<file path="config.mk">
export PLATFORM = sky130hd
export DESIGN_NAME = rgb_status_regs
export DESIGN_NICKNAME = d
export VERILOG_FILES = /design/src/logic/rgb_status_pkg.sv /design/src/logic/persist_filter.sv /design/src/logic/result_buffer.sv /design/src/logic/rgb_status_regs.sv
export SDC_FILE = /design/constraint.sdc
export NUM_CORES = 1
export LEC_CHECK = 0
export ABC_AREA = 1
export BUFFER_PORTS_ARGS = -buffer_cell sky130_fd_sc_hd__buf_2
export CORE_MARGIN = 4
export CORE_UTILIZATION = 42
export CTS_BUF_LIST = sky130_fd_sc_hd__clkbuf_4 sky130_fd_sc_hd__clkbuf_8
export CTS_CLUSTER_DIAMETER = 150
export DETAILED_ROUTE_END_ITERATION = 10
export HOLD_SLACK_MARGIN = 0.06
export PLACE_DENSITY_LB_ADDON = 0.3
export SLEW_MARGIN = 25
export SYNTH_ARGS = -nofsm -noshare
export SYNTH_HDL_FRONTEND = slang
export SYNTH_HIERARCHICAL = 1
export SYNTH_SLANG_ARGS = --single-unit
export TNS_END_PERCENT = 1
</file>
<file path="constraint.sdc">
create_clock -name ref_clk_i -period 2 [get_ports ref_clk_i]
set_input_delay 0.6 -clock ref_clk_i [delete_from_list [all_inputs] [get_ports ref_clk_i]]
set_output_delay 0.6 -clock ref_clk_i [all_outputs]
set_load 0.1 [all_outputs]
</file>
<file path="src/logic/rgb_status_pkg.sv">
// Constants shared by the threshold, status and result register block.
// Assumes an I2C byte engine outside that turns bus transfers into register strobes.
// What this block does
// RULE_01 - Thresholds are 16 bits, low byte first
// RULE_02 - Result at or below lower raises alert
// RULE_03 - Lower thresholds reset zero, upper reset ones
// RULE_04 - Persistency up to eight integration cycles
// RULE_05 - Status bit 0 shows window alert
// RULE_06 - Alert holds until status read completes
// RULE_07 - Status bit 1 shows conversion done
// RULE_08 - Brownout flag resets high, status 0x04
// RULE_09 - Host writing zero clears brownout flag
// RULE_10 - Status bits 5:4 show converting colour
// RULE_11 - Results mapped green, red, blue, low first
// RULE_12 - Twelve-bit results occupy bits 0 to 11
// RULE_13 - Results refreshed every conversion end
// RULE_14 - Results double buffered for whole reads
// RULE_15 - Result bytes read zero after power-on
// RULE_16 - Channel select picks compared colour
// RULE_17 - Persistency field needs 1,2,4,8 hits
// RULE_18 - At or above upper also out of window
package rgb_status_pkg;
  // ****************************************************************
  // Register offsets
  // ****************************************************************
  localparam logic [7:0] ADDR_LOWER_LSB = 8'h04;
  localparam logic [7:0] ADDR_LOWER_MSB = 8'h05;
  localparam logic [7:0] ADDR_UPPER_LSB = 8'h06;
  localparam logic [7:0] ADDR_UPPER_MSB = 8'h07;
  localparam logic [7:0] ADDR_STATUS = 8'h08;
  localparam logic [7:0] ADDR_GREEN_LSB = 8'h09;
  localparam logic [7:0] ADDR_GREEN_MSB = 8'h0A;
  localparam logic [7:0] ADDR_RED_LSB = 8'h0B;
  localparam logic [7:0] ADDR_RED_MSB = 8'h0C;
  localparam logic [7:0] ADDR_BLUE_LSB = 8'h0D;
  localparam logic [7:0] ADDR_BLUE_MSB = 8'h0E;

  // ****************************************************************
  // Reset values
  // ****************************************************************
  localparam logic [7:0] RST_LOWER_BYTE = 8'h00;
  localparam logic [7:0] RST_UPPER_BYTE = 8'hFF;
  localparam logic [7:0] RST_STATUS = 8'h04;
  localparam logic [15:0] RST_RESULT = 16'h0000;

  // ****************************************************************
  // Status field positions
  // ****************************************************************
  localparam int STAT_ALERT_BIT = 0;
  localparam int STAT_DONE_BIT = 1;
  localparam int STAT_BROWNOUT_BIT = 2;
  localparam int STAT_CHAN_LSB = 4;
  localparam int STAT_CHAN_MSB = 5;

  // ****************************************************************
  // Channel codes and persistency
  // ****************************************************************
  localparam logic [1:0] CHAN_NONE = 2'h0;
  localparam logic [1:0] CHAN_GREEN = 2'h1;
  localparam logic [1:0] CHAN_RED = 2'h2;
  localparam logic [1:0] CHAN_BLUE = 2'h3;
  localparam int NUM_COLOURS = 3;
  // Results above this width are cut in twelve-bit mode
  localparam logic [15:0] MASK_12BIT = 16'h0FFF;
  // Counter wide enough for the largest hit count of eight
  localparam int PERSIST_CNT_W = 4;
endpackage : rgb_status_pkg

</file>
<file path="src/logic/persist_filter.sv">
// Persistency filter: counts consecutive out-of-window conversions.
// Assumes one sample strobe per conversion of the selected colour.
`timescale 1ns/10ps
module persist_filter
  import rgb_status_pkg::*;
(
  // Clock and reset
  input wire logic ref_clk_i,
  input wire logic nrst_i,
  // Sample from the window comparator
  input wire logic sample_i,
  input wire logic outside_i,
  input wire logic [1:0] persist_count_i,
  // Alert request
  output logic fire_o
);
  // ****************************************************************
  // Hit counter
  // ****************************************************************
  logic [PERSIST_CNT_W-1:0] hits_reg; // Consecutive outside samples so far
  logic [PERSIST_CNT_W-1:0] hits_next;
  logic [PERSIST_CNT_W-1:0] needed; // 1, 2, 4 or 8
  logic [PERSIST_CNT_W-1:0] hits_inc;
  logic reached;

  // Code n asks for two to the n hits
  assign needed = PERSIST_CNT_W'(1) << persist_count_i; // see RULE_17
  assign hits_inc = hits_reg + PERSIST_CNT_W'(1);
  assign reached = sample_i && outside_i && (hits_inc >= needed); // see RULE_04
  // An in-window sample breaks the run; a fire restarts it
  assign hits_next = !sample_i ? hits_reg :
                     (!outside_i || reached) ? '0 : hits_inc;
  // Combinational pulse in the cycle of the qualifying sample
  assign fire_o = reached;

  // Counter register
  always_ff @(posedge ref_clk_i or negedge nrst_i) begin
    if (!nrst_i) begin
      hits_reg <= '0;
    end else begin
      hits_reg <= hits_next;
    end
  end
endmodule : persist_filter

</file>
<file path="src/logic/result_buffer.sv">
// One colour's result word with its read-side snapshot.
// Assumes the host reads the low byte before the high byte.
`timescale 1ns/10ps
module result_buffer
  import rgb_status_pkg::*;
(
  // Clock and reset
  input wire logic ref_clk_i,
  input wire logic nrst_i,
  // Converter side
  input wire logic load_i,
  input wire logic [15:0] result_i,
  // Host side
  input wire logic lsb_read_i,
  output logic [15:0] word_o,
  output logic [7:0] msb_hold_o
);
  // ****************************************************************
  // Live word and high-byte snapshot
  // ****************************************************************
  logic [15:0] word_reg; // Whole result, replaced in one edge
  logic [7:0] hold_reg; // High byte frozen at the low-byte read

  // Live result, refreshed at each conversion end
  always_ff @(posedge ref_clk_i or negedge nrst_i) begin
    if (!nrst_i) begin
      word_reg <= RST_RESULT; // see RULE_15
    end else if (load_i) begin
      word_reg <= result_i; // see RULE_13
    end
  end

  // Snapshot so a new conversion between the two byte reads cannot tear the word
  always_ff @(posedge ref_clk_i or negedge nrst_i) begin
    if (!nrst_i) begin
      hold_reg <= RST_RESULT[15:8];
    end else if (lsb_read_i) begin
      hold_reg <= word_reg[15:8]; // see RULE_14
    end
  end

  assign word_o = word_reg;
  assign msb_hold_o = hold_reg;
endmodule : result_buffer

</file>
<file path="src/logic/rgb_status_regs.sv">
// Threshold, status and colour result registers of the light sensor.
// Assumes an I2C byte engine presents each register byte as one-cycle strobes,
// and that the converter core reports conversions with one-cycle strobes.
`timescale 1ns/10ps
module rgb_status_regs
  import rgb_status_pkg::*;
(
  // Clock and reset
  input wire logic ref_clk_i,
  input wire logic nrst_i,
  // Register port from the I2C byte engine
  input wire logic [7:0] reg_addr_i,
  input wire logic reg_wr_i,
  input wire logic [7:0] reg_wdata_i,
  input wire logic reg_rd_i,
  input wire logic reg_rd_done_i,
  output logic [7:0] reg_rdata_o,
  // Configuration from the configuration registers
  input wire logic [1:0] alert_channel_select_i,
  input wire logic [1:0] persist_count_i,
  input wire logic resolution_12bit_i,
  // Converter core
  input wire logic [1:0] conv_channel_i,
  input wire logic conv_start_i,
  input wire logic conv_done_i,
  input wire logic [1:0] conv_done_channel_i,
  input wire logic [15:0] conv_result_i,
  input wire logic brownout_event_i,
  // Alert pin and flag
  output logic alert_n_o,
  output logic window_alert_flag_o
);
  // ****************************************************************
  // Threshold registers
  // ****************************************************************
  logic [7:0] lower_lsb_reg; // Lower threshold, low byte
  logic [7:0] lower_msb_reg; // Lower threshold, high byte
  logic [7:0] upper_lsb_reg; // Upper threshold, low byte
  logic [7:0] upper_msb_reg; // Upper threshold, high byte
  logic [15:0] threshold_byte_lower; // Assembled lower threshold
  logic [15:0] threshold_byte_upper; // Assembled upper threshold

  // Write decode, one strobe per byte
  logic wr_lower_lsb;
  logic wr_lower_msb;
  logic wr_upper_lsb;
  logic wr_upper_msb;
  logic wr_status;

  assign wr_lower_lsb = reg_wr_i && (reg_addr_i == ADDR_LOWER_LSB);
  assign wr_lower_msb = reg_wr_i && (reg_addr_i == ADDR_LOWER_MSB);
  assign wr_upper_lsb = reg_wr_i && (reg_addr_i == ADDR_UPPER_LSB);
  assign wr_upper_msb = reg_wr_i && (reg_addr_i == ADDR_UPPER_MSB);
  assign wr_status = reg_wr_i && (reg_addr_i == ADDR_STATUS);

  // Low byte at the lower address, high byte at the next one
  assign threshold_byte_lower = {lower_msb_reg, lower_lsb_reg}; // see RULE_01
  assign threshold_byte_upper = {upper_msb_reg, upper_lsb_reg}; // see RULE_01

  // Lower threshold bytes; reset leaves the window wide open
  always_ff @(posedge ref_clk_i or negedge nrst_i) begin
    if (!nrst_i) begin
      lower_lsb_reg <= RST_LOWER_BYTE; // see RULE_03
      lower_msb_reg <= RST_LOWER_BYTE; // see RULE_03
    end else begin
      if (wr_lower_lsb) lower_lsb_reg <= reg_wdata_i;
      if (wr_lower_msb) lower_msb_reg <= reg_wdata_i;
    end
  end

  // Upper threshold bytes
  always_ff @(posedge ref_clk_i or negedge nrst_i) begin
    if (!nrst_i) begin
      upper_lsb_reg <= RST_UPPER_BYTE; // see RULE_03
      upper_msb_reg <= RST_UPPER_BYTE; // see RULE_03
    end else begin
      if (wr_upper_lsb) upper_lsb_reg <= reg_wdata_i;
      if (wr_upper_msb) upper_msb_reg <= reg_wdata_i;
    end
  end

  // ****************************************************************
  // Result capture
  // ****************************************************************
  // Twelve-bit mode clears the top nibble so stale bits never show
  logic [15:0] ambient_light_result;
  assign ambient_light_result = resolution_12bit_i ? (conv_result_i & MASK_12BIT)
                                                   : conv_result_i; // see RULE_12

  // Per-colour words, index 0 green, 1 red, 2 blue
  logic [15:0] colour_word [NUM_COLOURS];
  logic [7:0] colour_hold [NUM_COLOURS];
  logic [NUM_COLOURS-1:0] colour_load;
  logic [NUM_COLOURS-1:0] colour_lsb_read;

  genvar gi;
  generate
    for (gi = 0; gi < NUM_COLOURS; gi++) begin : g_colour
      // Channel code is index plus one; low byte at twice the index past green
      localparam logic [1:0] CODE = 2'(gi + 1);
      localparam logic [7:0] LSB_ADDR = 8'(ADDR_GREEN_LSB + 2 * gi);

      assign colour_load[gi] = conv_done_i && (conv_done_channel_i == CODE); // see RULE_13
      assign colour_lsb_read[gi] = reg_rd_i && (reg_addr_i == LSB_ADDR); // see RULE_11

      result_buffer u_result (
        .ref_clk_i(ref_clk_i),
        .nrst_i(nrst_i),
        .load_i(colour_load[gi]),
        .result_i(ambient_light_result),
        .lsb_read_i(colour_lsb_read[gi]),
        .word_o(colour_word[gi]),
        .msb_hold_o(colour_hold[gi])
      );
    end
  endgenerate

  // ****************************************************************
  // Window comparison
  // ****************************************************************
  // Pick the selected colour's fresh result; code none never samples
  logic selected_sample;
  logic below_or_equal;
  logic above_or_equal;
  logic outside_window;
  logic alert_fire;

  assign selected_sample = conv_done_i && (alert_channel_select_i != CHAN_NONE) &&
                           (conv_done_channel_i == alert_channel_select_i); // see RULE_16
  assign below_or_equal = ambient_light_result <= threshold_byte_lower; // see RULE_02
  assign above_or_equal = ambient_light_result >= threshold_byte_upper; // see RULE_18
  assign outside_window = below_or_equal || above_or_equal;

  // Consecutive-hit filter ahead of the alert flag
  persist_filter u_persist (
    .ref_clk_i(ref_clk_i),
    .nrst_i(nrst_i),
    .sample_i(selected_sample),
    .outside_i(outside_window),
    .persist_count_i(persist_count_i),
    .fire_o(alert_fire)
  );

  // ****************************************************************
  // Status flags
  // ****************************************************************
  logic window_alert_flag; // Bit 0, sticky
  logic conversion_done_flag; // Bit 1
  logic brownout_flag; // Bit 2, set at power-up
  logic [1:0] channel_in_conversion; // Bits 5:4
  logic status_read_done; // Eight-bit status transfer finished
  logic status_rd;
  logic brownout_clear;

  assign status_rd = reg_rd_i && (reg_addr_i == ADDR_STATUS);
  assign status_read_done = reg_rd_done_i && (reg_addr_i == ADDR_STATUS); // see RULE_06
  // Only a zero in the brownout position clears; other bits of the write are ignored
  assign brownout_clear = wr_status && !reg_wdata_i[STAT_BROWNOUT_BIT]; // see RULE_09

  // Alert flag: a new alert in the clearing cycle survives the clear
  always_ff @(posedge ref_clk_i or negedge nrst_i) begin
    if (!nrst_i) begin
      window_alert_flag <= RST_STATUS[STAT_ALERT_BIT];
    end else if (alert_fire) begin
      window_alert_flag <= 1'b1; // see RULE_02
    end else if (status_read_done) begin
      window_alert_flag <= 1'b0; // see RULE_06
    end
  end

  // Conversion done: set when a conversion ends, cleared by a start or a finished status read
  always_ff @(posedge ref_clk_i or negedge nrst_i) begin
    if (!nrst_i) begin
      conversion_done_flag <= RST_STATUS[STAT_DONE_BIT];
    end else if (conv_done_i) begin
      conversion_done_flag <= 1'b1; // see RULE_07
    end else if (conv_start_i || status_read_done) begin
      conversion_done_flag <= 1'b0; // see RULE_07
    end
  end

  // Brownout: reset value is one, a new brownout beats a host clear
  always_ff @(posedge ref_clk_i or negedge nrst_i) begin
    if (!nrst_i) begin
      brownout_flag <= RST_STATUS[STAT_BROWNOUT_BIT]; // see RULE_08
    end else if (brownout_event_i) begin
      brownout_flag <= 1'b1; // see RULE_08
    end else if (brownout_clear) begin
      brownout_flag <= 1'b0; // see RULE_09
    end
  end

  // Colour now in conversion, followed one cycle late
  always_ff @(posedge ref_clk_i or negedge nrst_i) begin
    if (!nrst_i) begin
      channel_in_conversion <= RST_STATUS[STAT_CHAN_MSB:STAT_CHAN_LSB];
    end else begin
      channel_in_conversion <= conv_channel_i; // see RULE_10
    end
  end

  // Assembled status byte; reserved bits read zero
  logic [7:0] status_byte;
  always_comb begin
    status_byte = 8'h00;
    status_byte[STAT_ALERT_BIT] = window_alert_flag; // see RULE_05
    status_byte[STAT_DONE_BIT] = conversion_done_flag; // see RULE_07
    status_byte[STAT_BROWNOUT_BIT] = brownout_flag; // see RULE_08
    status_byte[STAT_CHAN_MSB:STAT_CHAN_LSB] = channel_in_conversion; // see RULE_10
  end

  // ****************************************************************
  // Read data
  // ****************************************************************
  // Threshold bytes and result low bytes come live; result high bytes come from the snapshot taken at the low read
  logic [7:0] rdata_next;
  logic [7:0] rdata_reg;

  always_comb begin
    unique case (reg_addr_i)
      ADDR_LOWER_LSB: rdata_next = lower_lsb_reg;
      ADDR_LOWER_MSB: rdata_next = lower_msb_reg;
      ADDR_UPPER_LSB: rdata_next = upper_lsb_reg;
      ADDR_UPPER_MSB: rdata_next = upper_msb_reg;
      ADDR_STATUS: rdata_next = status_byte;
      ADDR_GREEN_LSB: rdata_next = colour_word[0][7:0]; // see RULE_11
      ADDR_GREEN_MSB: rdata_next = colour_hold[0]; // see RULE_14
      ADDR_RED_LSB: rdata_next = colour_word[1][7:0]; // see RULE_11
      ADDR_RED_MSB: rdata_next = colour_hold[1]; // see RULE_14
      ADDR_BLUE_LSB: rdata_next = colour_word[2][7:0]; // see RULE_11
      ADDR_BLUE_MSB: rdata_next = colour_hold[2]; // see RULE_14
      // Unmapped addresses read zero
      default: rdata_next = 8'h00;
    endcase
  end

  // Read byte is captured at the read strobe and held for the whole transfer
  always_ff @(posedge ref_clk_i or negedge nrst_i) begin
    if (!nrst_i) begin
      rdata_reg <= 8'h00;
    end else if (reg_rd_i) begin
      rdata_reg <= rdata_next;
    end
  end

  // ****************************************************************
  // Outputs
  // ****************************************************************
  assign reg_rdata_o = rdata_reg;
  // Pin is the inverse of the sticky flag, so both clear together
  assign alert_n_o = !window_alert_flag; // see RULE_02
  assign window_alert_flag_o = window_alert_flag; // see RULE_05

  // status_rd marks the capture of the status byte; the clear waits for the
  // transfer's end, so an alert raised between the capture and that end is cleared unseen
  logic unused_status_rd;
  assign unused_status_rd = status_rd;
endmodule : rgb_status_regs

</file>
Yosys cells after proc, flatten, opt, wreduce, memory -nomap -nowiden
Cells that the tools add are included.
{"block": "totals", "output_inout_bits": 10, "reg_bits": 121}
{"block": "classes", "muxes": 9, "reduce_logical": 27, "eq_ne": 15, "addsub": 1, "magnitude_cmp": 3, "shift": 1}
{"cell": "one-hot mux 8 bit (11 select lines)", "count": 1}
{"cell": "== test 8 x 4 -> 1 bit (second input constant)", "count": 7}
{"cell": "== test 8 x 3 -> 1 bit (second input constant)", "count": 4}
{"cell": "logical AND 1 bit", "count": 17}
{"cell": "greater-or-equal comparator 16 bit", "count": 1}
{"cell": "<= comparator 16 bit", "count": 1}
{"cell": "2-to-1 mux 16 bit", "count": 1}
{"cell": "nonzero test 2 bit", "count": 4}
{"cell": "2-to-1 mux 1 bit", "count": 6}
{"cell": "adder 4 x 1 -> 4 bit (second input constant)", "count": 1}
{"cell": "== test 2 bit (second input constant)", "count": 2}
{"cell": "greater-or-equal comparator 4 bit", "count": 1}
{"cell": "2-to-1 mux 4 bit", "count": 1}
{"cell": "<< shifter 1 x 2 -> 4 bit (first input constant)", "count": 1}
{"cell": "logical NOT 1 bit", "count": 3}
{"cell": "logical OR 1 bit", "count": 3}
{"cell": "== test 2 x 1 -> 1 bit (second input constant)", "count": 1}
{"cell": "== test 2 bit", "count": 1}

Depth between registers and ports, before layout
Gate-level depths: netlist (run 1).
{"block": "logic_depth", "ltp_word": 7, "mapped_depth": 17, "depth_no_buf": 17}

Modules after synthesis
Netlist (run 1), hierarchy kept.
{"mod": "rgb_status_regs", "area_each_um2": 3711.1, "seq_area_each_um2": 1147.4, "cells_per_inst": 515, "n_inst": 1}
{"mod": "result_buffer", "area_each_um2": 983.4, "seq_area_each_um2": 600.6, "cells_per_inst": 102, "n_inst": 3}
{"mod": "persist_filter", "area_each_um2": 345.3, "seq_area_each_um2": 100.1, "cells_per_inst": 48, "n_inst": 1}

Worst setup path before layout (run 1)
No wires, ideal clock.
{"block": "synth_path", "path_type": "reg-to-output", "from": "register window_alert_flag, in the netlist window_alert_flag_o", "to": "output port alert_n_o", "slack_ps": -191, "path_buffers": 0, "path_stages_with_launch": 2, "arrival_ps": 1591, "path_cell_list": "dfrtp_1 inv_1"}
{"block": "synth_via", "elab_chain_len": 1}
{"item": "from (decl)", "line": "rgb_status_regs.sv:147", "source": "logic window_alert_flag;"}
{"item": "from (signal assigned)", "line": "rgb_status_regs.sv:163", "source": "window_alert_flag <= RST_STATUS[STAT_ALERT_BIT];"}
{"item": "logical NOT 1 bit", "line": "rgb_status_regs.sv:251", "source": "assign alert_n_o = !window_alert_flag;"}
{"item": "to (decl)", "line": "rgb_status_regs.sv:30", "source": "output logic alert_n_o,"}
Every way passes these cells.

Worst setup path in the final report (run 1)
{"block": "layout_path", "from": "register upper_msb_reg[3]", "to": "register window_alert_flag, in the netlist window_alert_flag_o"}
{"block": "layout_via", "elab_chain_len": 5, "elab_cells_between_ends": 6, "cone_classes": "1 x order compare; 1 x mux; 4 x reduce/logical"}
{"item": "from (decl)", "line": "rgb_status_regs.sv:39", "source": "logic [7:0] upper_msb_reg;"}
{"item": "from (signal assigned)", "line": "rgb_status_regs.sv:78", "source": "if (wr_upper_msb) upper_msb_reg <= reg_wdata_i;"}
{"item": "greater-or-equal comparator 16 bit (*)", "line": "rgb_status_regs.sv:131", "source": "assign above_or_equal = ambient_light_result >= threshold_byte_upper;"}
{"item": "logical OR 1 bit (*)", "line": "rgb_status_regs.sv:132", "source": "assign outside_window = below_or_equal || above_or_equal;"}
{"item": "named net outside_window", "line": "rgb_status_regs.sv:125", "source": "logic outside_window;"}
{"item": "logical AND 1 bit (*) (2 in series)", "line": "persist_filter.sv:29", "source": "assign reached = sample_i && outside_i && (hits_inc >= needed);"}
{"item": "named net alert_fire", "line": "rgb_status_regs.sv:126", "source": "logic alert_fire;"}
{"item": "2-to-1 mux 1 bit / nonzero test 2 bit (equally long branches)"}
Mark *: on every way through the listed nets, which the timed path passes. The rest lies on a longest branch.
A chain may end at the register's enable or synchronous reset.

==> impl_metrics.csv, run 1 <==
group,metric,value,unit
run_status,run_status,"finished clean",
yosys,yosys.area_share.xor_xnor,0.250,%
critical_path,cp_top_family,"simple AND/OR/NAND/NOR gates",
floorplanning,die_h,137,um
global_route,grt_pass1_wl,31300,um
critical_path,crit_arrival,2.30,ns
run,max-cap-violations,0,
drt,ant_nets,0,
pwr,peakVddDrop,0.382,mV
global_route,grt_max_degree,59,
global_route,grt_pass1_vias,5976,
drt,first_pass_iters,5,
global_route,grt-ovfl-total,0,
yosys,yosys.area_share.simple,35.5,%
clocking,numCtsBuffers,17,
worst_hold_path,hold_depth,1,
clocking,htree_levels,4,
critical_path,cp-start-kind,"flop",
place,routabilityCongestion,0.925,
final_layout,layout_common_cells,"nand2_1 (302), dfrtp_1 (103), nand3_1 (83)",
yosys,synth_fp_nets,955,
floorplanning,rows,46,
sta,finalHoldViolCount,0,
yosys,synth-compound-area-share,5.38,%
pwr,powerDensity,746,nW/um^2
sta,fin_worst_skew,0.00944,ns
sta,worst_slack,0.0850,ns
drt,drt_iter0_drc,386,
final_layout,finalNonFillerCells,1210,
yosys,synth_ff_type,"dfrtp_1",
critical_path,worst-r2r-cell-count,15,
final_layout,largest_reg_flops,48,
clocking,clock_latency,0.46,ns
place,place_ws,-0.434,ns
floorplanning,initial_core_util,43.5,%
clocking,cts_buffer_depth,2,
floorplanning,pin_count,59,
worst_hold_path,hold_path_class,"in2reg",
critical_path,crit_chain,"inv_2 -> ha_4 -> nand2_1 -> nor2_1 -> nand2_2 -> inv_1 -> nand2_1 -> nand2_1 -> nor2_1 -> nand2_1 -> nand2_1 -> inv_2 -> nand2_1 -> inv_1 -> o21bai_1",
sta,min_period,1.92,ns
critical_path,cp.required,2.38,ns
clocking,root_buffer,"clkbuf_8",
drt,wire_per_inst,16.1,um
critical_path,critical_path_depth,15,
clocking,cts_tree,"yes",
drt,drc_errors,0,
final_layout,layout_commonest_cell,"nand2_1",
critical_path,cp_num_buf_inv,4,
sta,relSlewSlack,61.1,%
yosys,synthAdderAreaFrac,6.61,%
sta,setup_viol,0,
drt,avgViaCountPerCell,4.90,
yosys,synthMuxAreaShare,0,%
yosys,syn_area,7010,sq um
sta,rsz0062_at_grt,"yes",
final_layout,drive_above_1_share,31.3,%
sta,tightest_slew,0.568,ns
global_route,track_usage,22.1,%
pwr,leakage,4.35,nW
yosys,yosysSeqAreaShare,43.5,%
drt,vias,5927,
place,placedCellCount,1174,
yosys,synth_edf_count,0,
clocking,cts.sinks,121,
sta,fin_crit_sh,95.8,%
global_route,antenna_found_initial,0,
clocking,clk_pin_slew_worst_paths,0.07,ns
critical_path,crit_top_cell,"nand2_1",
place,portBuffers,58,
drt,drt-total-wl,19500,um
final_layout,syn2layout_area_growth,20.3,%
yosys,synth_top_family_by_area,"simple AND/OR/NAND/NOR gates",
yosys,ys_ff_latch,121,
sta,fmax,522,MHz
yosys,yosys_warnings,6,
critical_path,crit_type,"reg2reg",
floorplanning,dieArea,18800,sq um
yosys,netlist_instances,869,
final_layout,nets,1067,
critical_path,endpoint_kind,"flop",
final_layout,diodes,0,
floorplanning,fp.dieW,137,um
critical_path,slowest_delay,0.57,ns
floorplanning,core_area,16100,sq um
yosys,async_reset_ff_share,100,%
yosys,synthDistinctLibCells,36,
yosys,synth.avg_cell_area,8.06,sq um
critical_path,cp_slowest_cell,"dfstp_2",
final_layout,final.fill_count,1577,
place,place_hpwl,14800,um
sta,maxSlewViolCount,0,
critical_path,crit_fanout,5,
==> path summary, 6_finish.rpt <==
kind                                                                   from                                     endpoint  slack [ns]
max in group asynchronous                                            nrst_i                 upper_lsb_reg[3]$_DFFE_PN1P_        0.72
worst min register to register  g_colour[2].u_result/word_o[15]$_DFFE_PN0P_  g_colour[2].u_result/word_o[15]$_DFFE_PN0P_        0.47
min in group asynchronous                                            nrst_i  g_colour[2].u_result/word_o[14]$_DFFE_PN0P_        0.59
worst max-delay path                           upper_msb_reg[3]$_DFFE_PN1P_              window_alert_flag_o$_DFFE_PN0P_        0.08
worst min-delay path                                      conv_channel_i[0]           channel_in_conversion[0]$_DFF_PN0_        0.25
worst max register to register                 upper_msb_reg[3]$_DFFE_PN1P_              window_alert_flag_o$_DFFE_PN0P_        0.08
==> timing repair <==
item                                   in CTS  in global routing
pin swaps                                   8                 13
resized for setup                           9                 26
setup endpoints to repair                   4                  5
hold buffers                                1                  0
buffers inserted                            0                  3
endpoints found under the hold margin      22                  0
==> synth_stat cells, types with 2 or more instances <==
cell | count | area, sq um
nor2_1 | 53 | 199
o21ai_1 | 21 | 105
nor2_8 | 3 | 60.1
inv_2 | 9 | 33.8
inv_1 | 70 | 263
o21ai_2 | 11 | 96.3
nand2_2 | 67 | 419
a21oi_1 | 17 | 85.1
nand3_1 | 83 | 415
xor2_1 | 2 | 17.5
buf_2 | 6 | 30.0
o21bai_1 | 2 | 15.0
nand4_1 | 8 | 50.1
dfrtp_1 | 104 | 2600
nor4_1 | 3 | 18.8
buf_12 | 3 | 60.1
nor2_2 | 4 | 25.0
dfstp_2 | 17 | 447
o21a_1 | 2 | 15.0
buf_6 | 15 | 169
nor2_4 | 5 | 56.3
inv_8 | 3 | 33.8
ha_1 | 37 | 463
nand2_1 | 306 | 1150
o21ai_0 | 4 | 20.0
nand3_4 | 4 | 70.1
==> logic make-up (layout without fill, tap and decap cells) <==
logic type	after synthesis	in the layout
AO/OA/AOI/OAI	61	61
XOR/XNOR	2	2
adder cells (fa/ha/maj)	37	37
flip-flops	121	121
AND/OR/NAND/NOR	539	539
buffers and inverters	109	234
==> area by class of cell <==
cell class	count	area (sq um)	area share, %
clock inverters	11	144	1.71
inverters	82	334	3.96
well taps	216	270	3.21
clock buffers	21	283	3.35
multi-input cells	639	3510	41.7
flip-flops and latches	121	3050	36.2
repair buffers	120	838	9.94
==> per-stage QoR <==
stage	area (sq um)	setup TNS [ns]	total power [mW]	util [%]	hold WS [ns]
after CTS	8290	-0.0131	6.31	51.4	0.217
after global placement	7800	-1.52	3.88	48.4	0.455
after floorplan	7010	-0.0637	3.51	-	0.304
final	8430	0	6.29	52.3	0.247
after global routing	8430	-0.110	6.65	52.3	0.224
after detailed placement	7800	-2.11	3.90	48.4	0.458
==> per-layer routing <==
layer / part of all wire, % / vias to the layer above / GRT usage, %
li1: - / 2970 / -
met4: 3.4 / 0 / 9.53
met1: 45 / 2765 / 29.3
met3: 4.8 / 45 / 3.93
met2: 47 / 147 / 35.6
met5: 0 / - / 0
==> where the power goes <==
part           total (mW)  leakage [nW]  switching [mW]  internal [mW]
combinational        1.07          2.59           0.646          0.421
clock                2.38         0.208            1.04           1.34
sequential           2.85          1.55           0.166           2.68
(Power assumes the default switching activity.)
==> run 2: changes to the inputs <==
CTS_BUF_LIST = default   (was sky130_fd_sc_hd__clkbuf_4 sky130_fd_sc_hd__clkbuf_8)
==> impl_metrics.csv, run 2 (synthesis results as in run 1) <==
group,metric,value,unit
place,routabilityCongestion,0.925,
clocking,root_buffer,"clkbuf_16",
drt,ant_nets,0,
global_route,antenna_found_initial,0,
run_status,run_status,"finished clean",
pwr,total_power,7.12,mW
global_route,grt_pass1_wl,31500,um
place,portBuffers,58,
sta,min_period,1.95,ns
critical_path,crit_type,"reg2out",
final_layout,finalNonFillerCells,1207,
sta,setup_tns,0,ns
sta,fin_worst_skew,0.00761,ns
clocking,cts_buffer_depth,2,
pwr,leakage,4.41,nW
global_route,track_usage,22.3,%
floorplanning,initial_core_util,43.5,%
final_layout,seq_area,3050,sq um
clocking,cts_tree,"yes",
clocking,clk_pin_slew_worst_paths,0.05,ns
final_layout,drive_above_1_share,31.7,%
final_layout,layout_common_cells,"nand2_1 (301), dfrtp_1 (103), nand3_1 (83)",
drt,vias,5954,
final_layout,multi_input_area,3530,sq um
run,max-cap-violations,0,
clocking,cts.sinks,121,
clocking,numCtsBuffers,17,
drt,drt_iter0_drc,387,
final_layout,layout_commonest_cell,"nand2_1",
drt,wire_per_inst,16.3,um
final_layout,syn2layout_area_growth,22.9,%
floorplanning,dieArea,18800,sq um
worst_hold_path,hold_path_class,"in2async",
final_layout,final_util,53.4,%
drt,avgViaCountPerCell,4.93,
drt,first_pass_iters,5,
clocking,ctsHoldBuffers,0,
global_route,grt-ovfl-total,0,
sta,maxSlewViolCount,0,
final_layout,final.fill_count,1542,
floorplanning,rows,46,
final_layout,nets,1064,
floorplanning,fp.dieW,137,um
final_layout,largest_reg_flops,48,
sta,relSlewSlack,57.4,%
place,place_hpwl,14800,um
sta,rsz0062_at_grt,"yes",
critical_path,endpoint_kind,"primary output",
sta,fin_crit_sh,97.5,%
critical_path,crit_arrival,1.35,ns
sta,tightest_slew,0.623,ns
clocking,clock_latency,0.43,ns
critical_path,crit_fanout,3,
final_layout,diodes,0,
floorplanning,core_area,16100,sq um
floorplanning,die_h,137,um
drt,drt-total-wl,19600,um
global_route,grt_pass1_vias,6039,
sta,setup_viol,0,
sta,finalHoldViolCount,0,
floorplanning,pin_count,59,
global_route,grt_max_degree,59,
clocking,htree_levels,4,
pwr,powerDensity,827,nW/um^2
place,placedCellCount,1174,
critical_path,cp-start-kind,"flop",
pwr,peakVddDrop,0.689,mV
sta,fmax,513,MHz
critical_path,ff2ff_setup_slack,0.08,ns
drt,drc_errors,0,
critical_path,cp.required,1.40,ns
## run 2: repair_timing
action | in CTS | in global routing
buffers inserted | 0 | 1
endpoints found under the setup margin | 5 | 5
gates resized for setup | 10 | 31
hold endpoints to repair | 0 | 0
pin swaps | 11 | 16
## run 2: cell type report
class                   count  area share, %
multi-input cells         639           41.0
flip-flops and latches    121           35.4
repair buffers            117           9.42
clock buffers              21           5.47
inverters                  82           3.88
well taps                 216           3.14
clock inverters            11           1.67
## run 2: layer usage
layer	track usage (%)	vias up	routed length, um
li1	-	2969	-
met2	36.1	167	9330
met1	28.7	2772	8630
met3	5.40	46	1060
met5	0	-	0
met4	9.04	0	626
## run 2: worst max-delay path, cell delays in order, from the launching register on
cell and delay (ns):
dfrtp_2 0.44, clkinvlp_4 0.07, buf_2 0.41
## run 2: worst paths after layout
path | from | endpoint | cells after the start
max | window_alert_flag_o$_DFFE_PN0P_ | alert_n_o | 2
min | nrst_i | g_colour[2].u_result/word_o[14]$_DFFE_PN0P_ | 1
max reg2reg | upper_msb_reg[1]$_DFFE_PN1P_ | window_alert_flag_o$_DFFE_PN0P_ | 15
min reg2reg | g_colour[2].u_result/word_o[15]$_DFFE_PN0P_ | g_colour[2].u_result/word_o[15]$_DFFE_PN0P_ | 2
max in group asynchronous | nrst_i | upper_lsb_reg[2]$_DFFE_PN1P_ | 2
min in group ref_clk_i | conv_channel_i[0] | channel_in_conversion[0]$_DFF_PN0_ | 1
## run 2: per-stage QoR
step	setup slack (ns)	hold WS [ns]	cell area [sq um]
after global placement	-0.372	0.455	7800
after global routing	-0.0284	0.0967	8610
after CTS	-0.00160	0.0839	8470
after detailed placement	-0.434	0.458	7800
final	0.0504	0.0834	8610
after floorplan	-0.0637	0.304	7010
## run 2: report_power, final
group / internal, mW / switching, mW
sequential: 2.69 / 0.167
combinational: 0.420 / 0.651
clock: 2.05 / 1.14
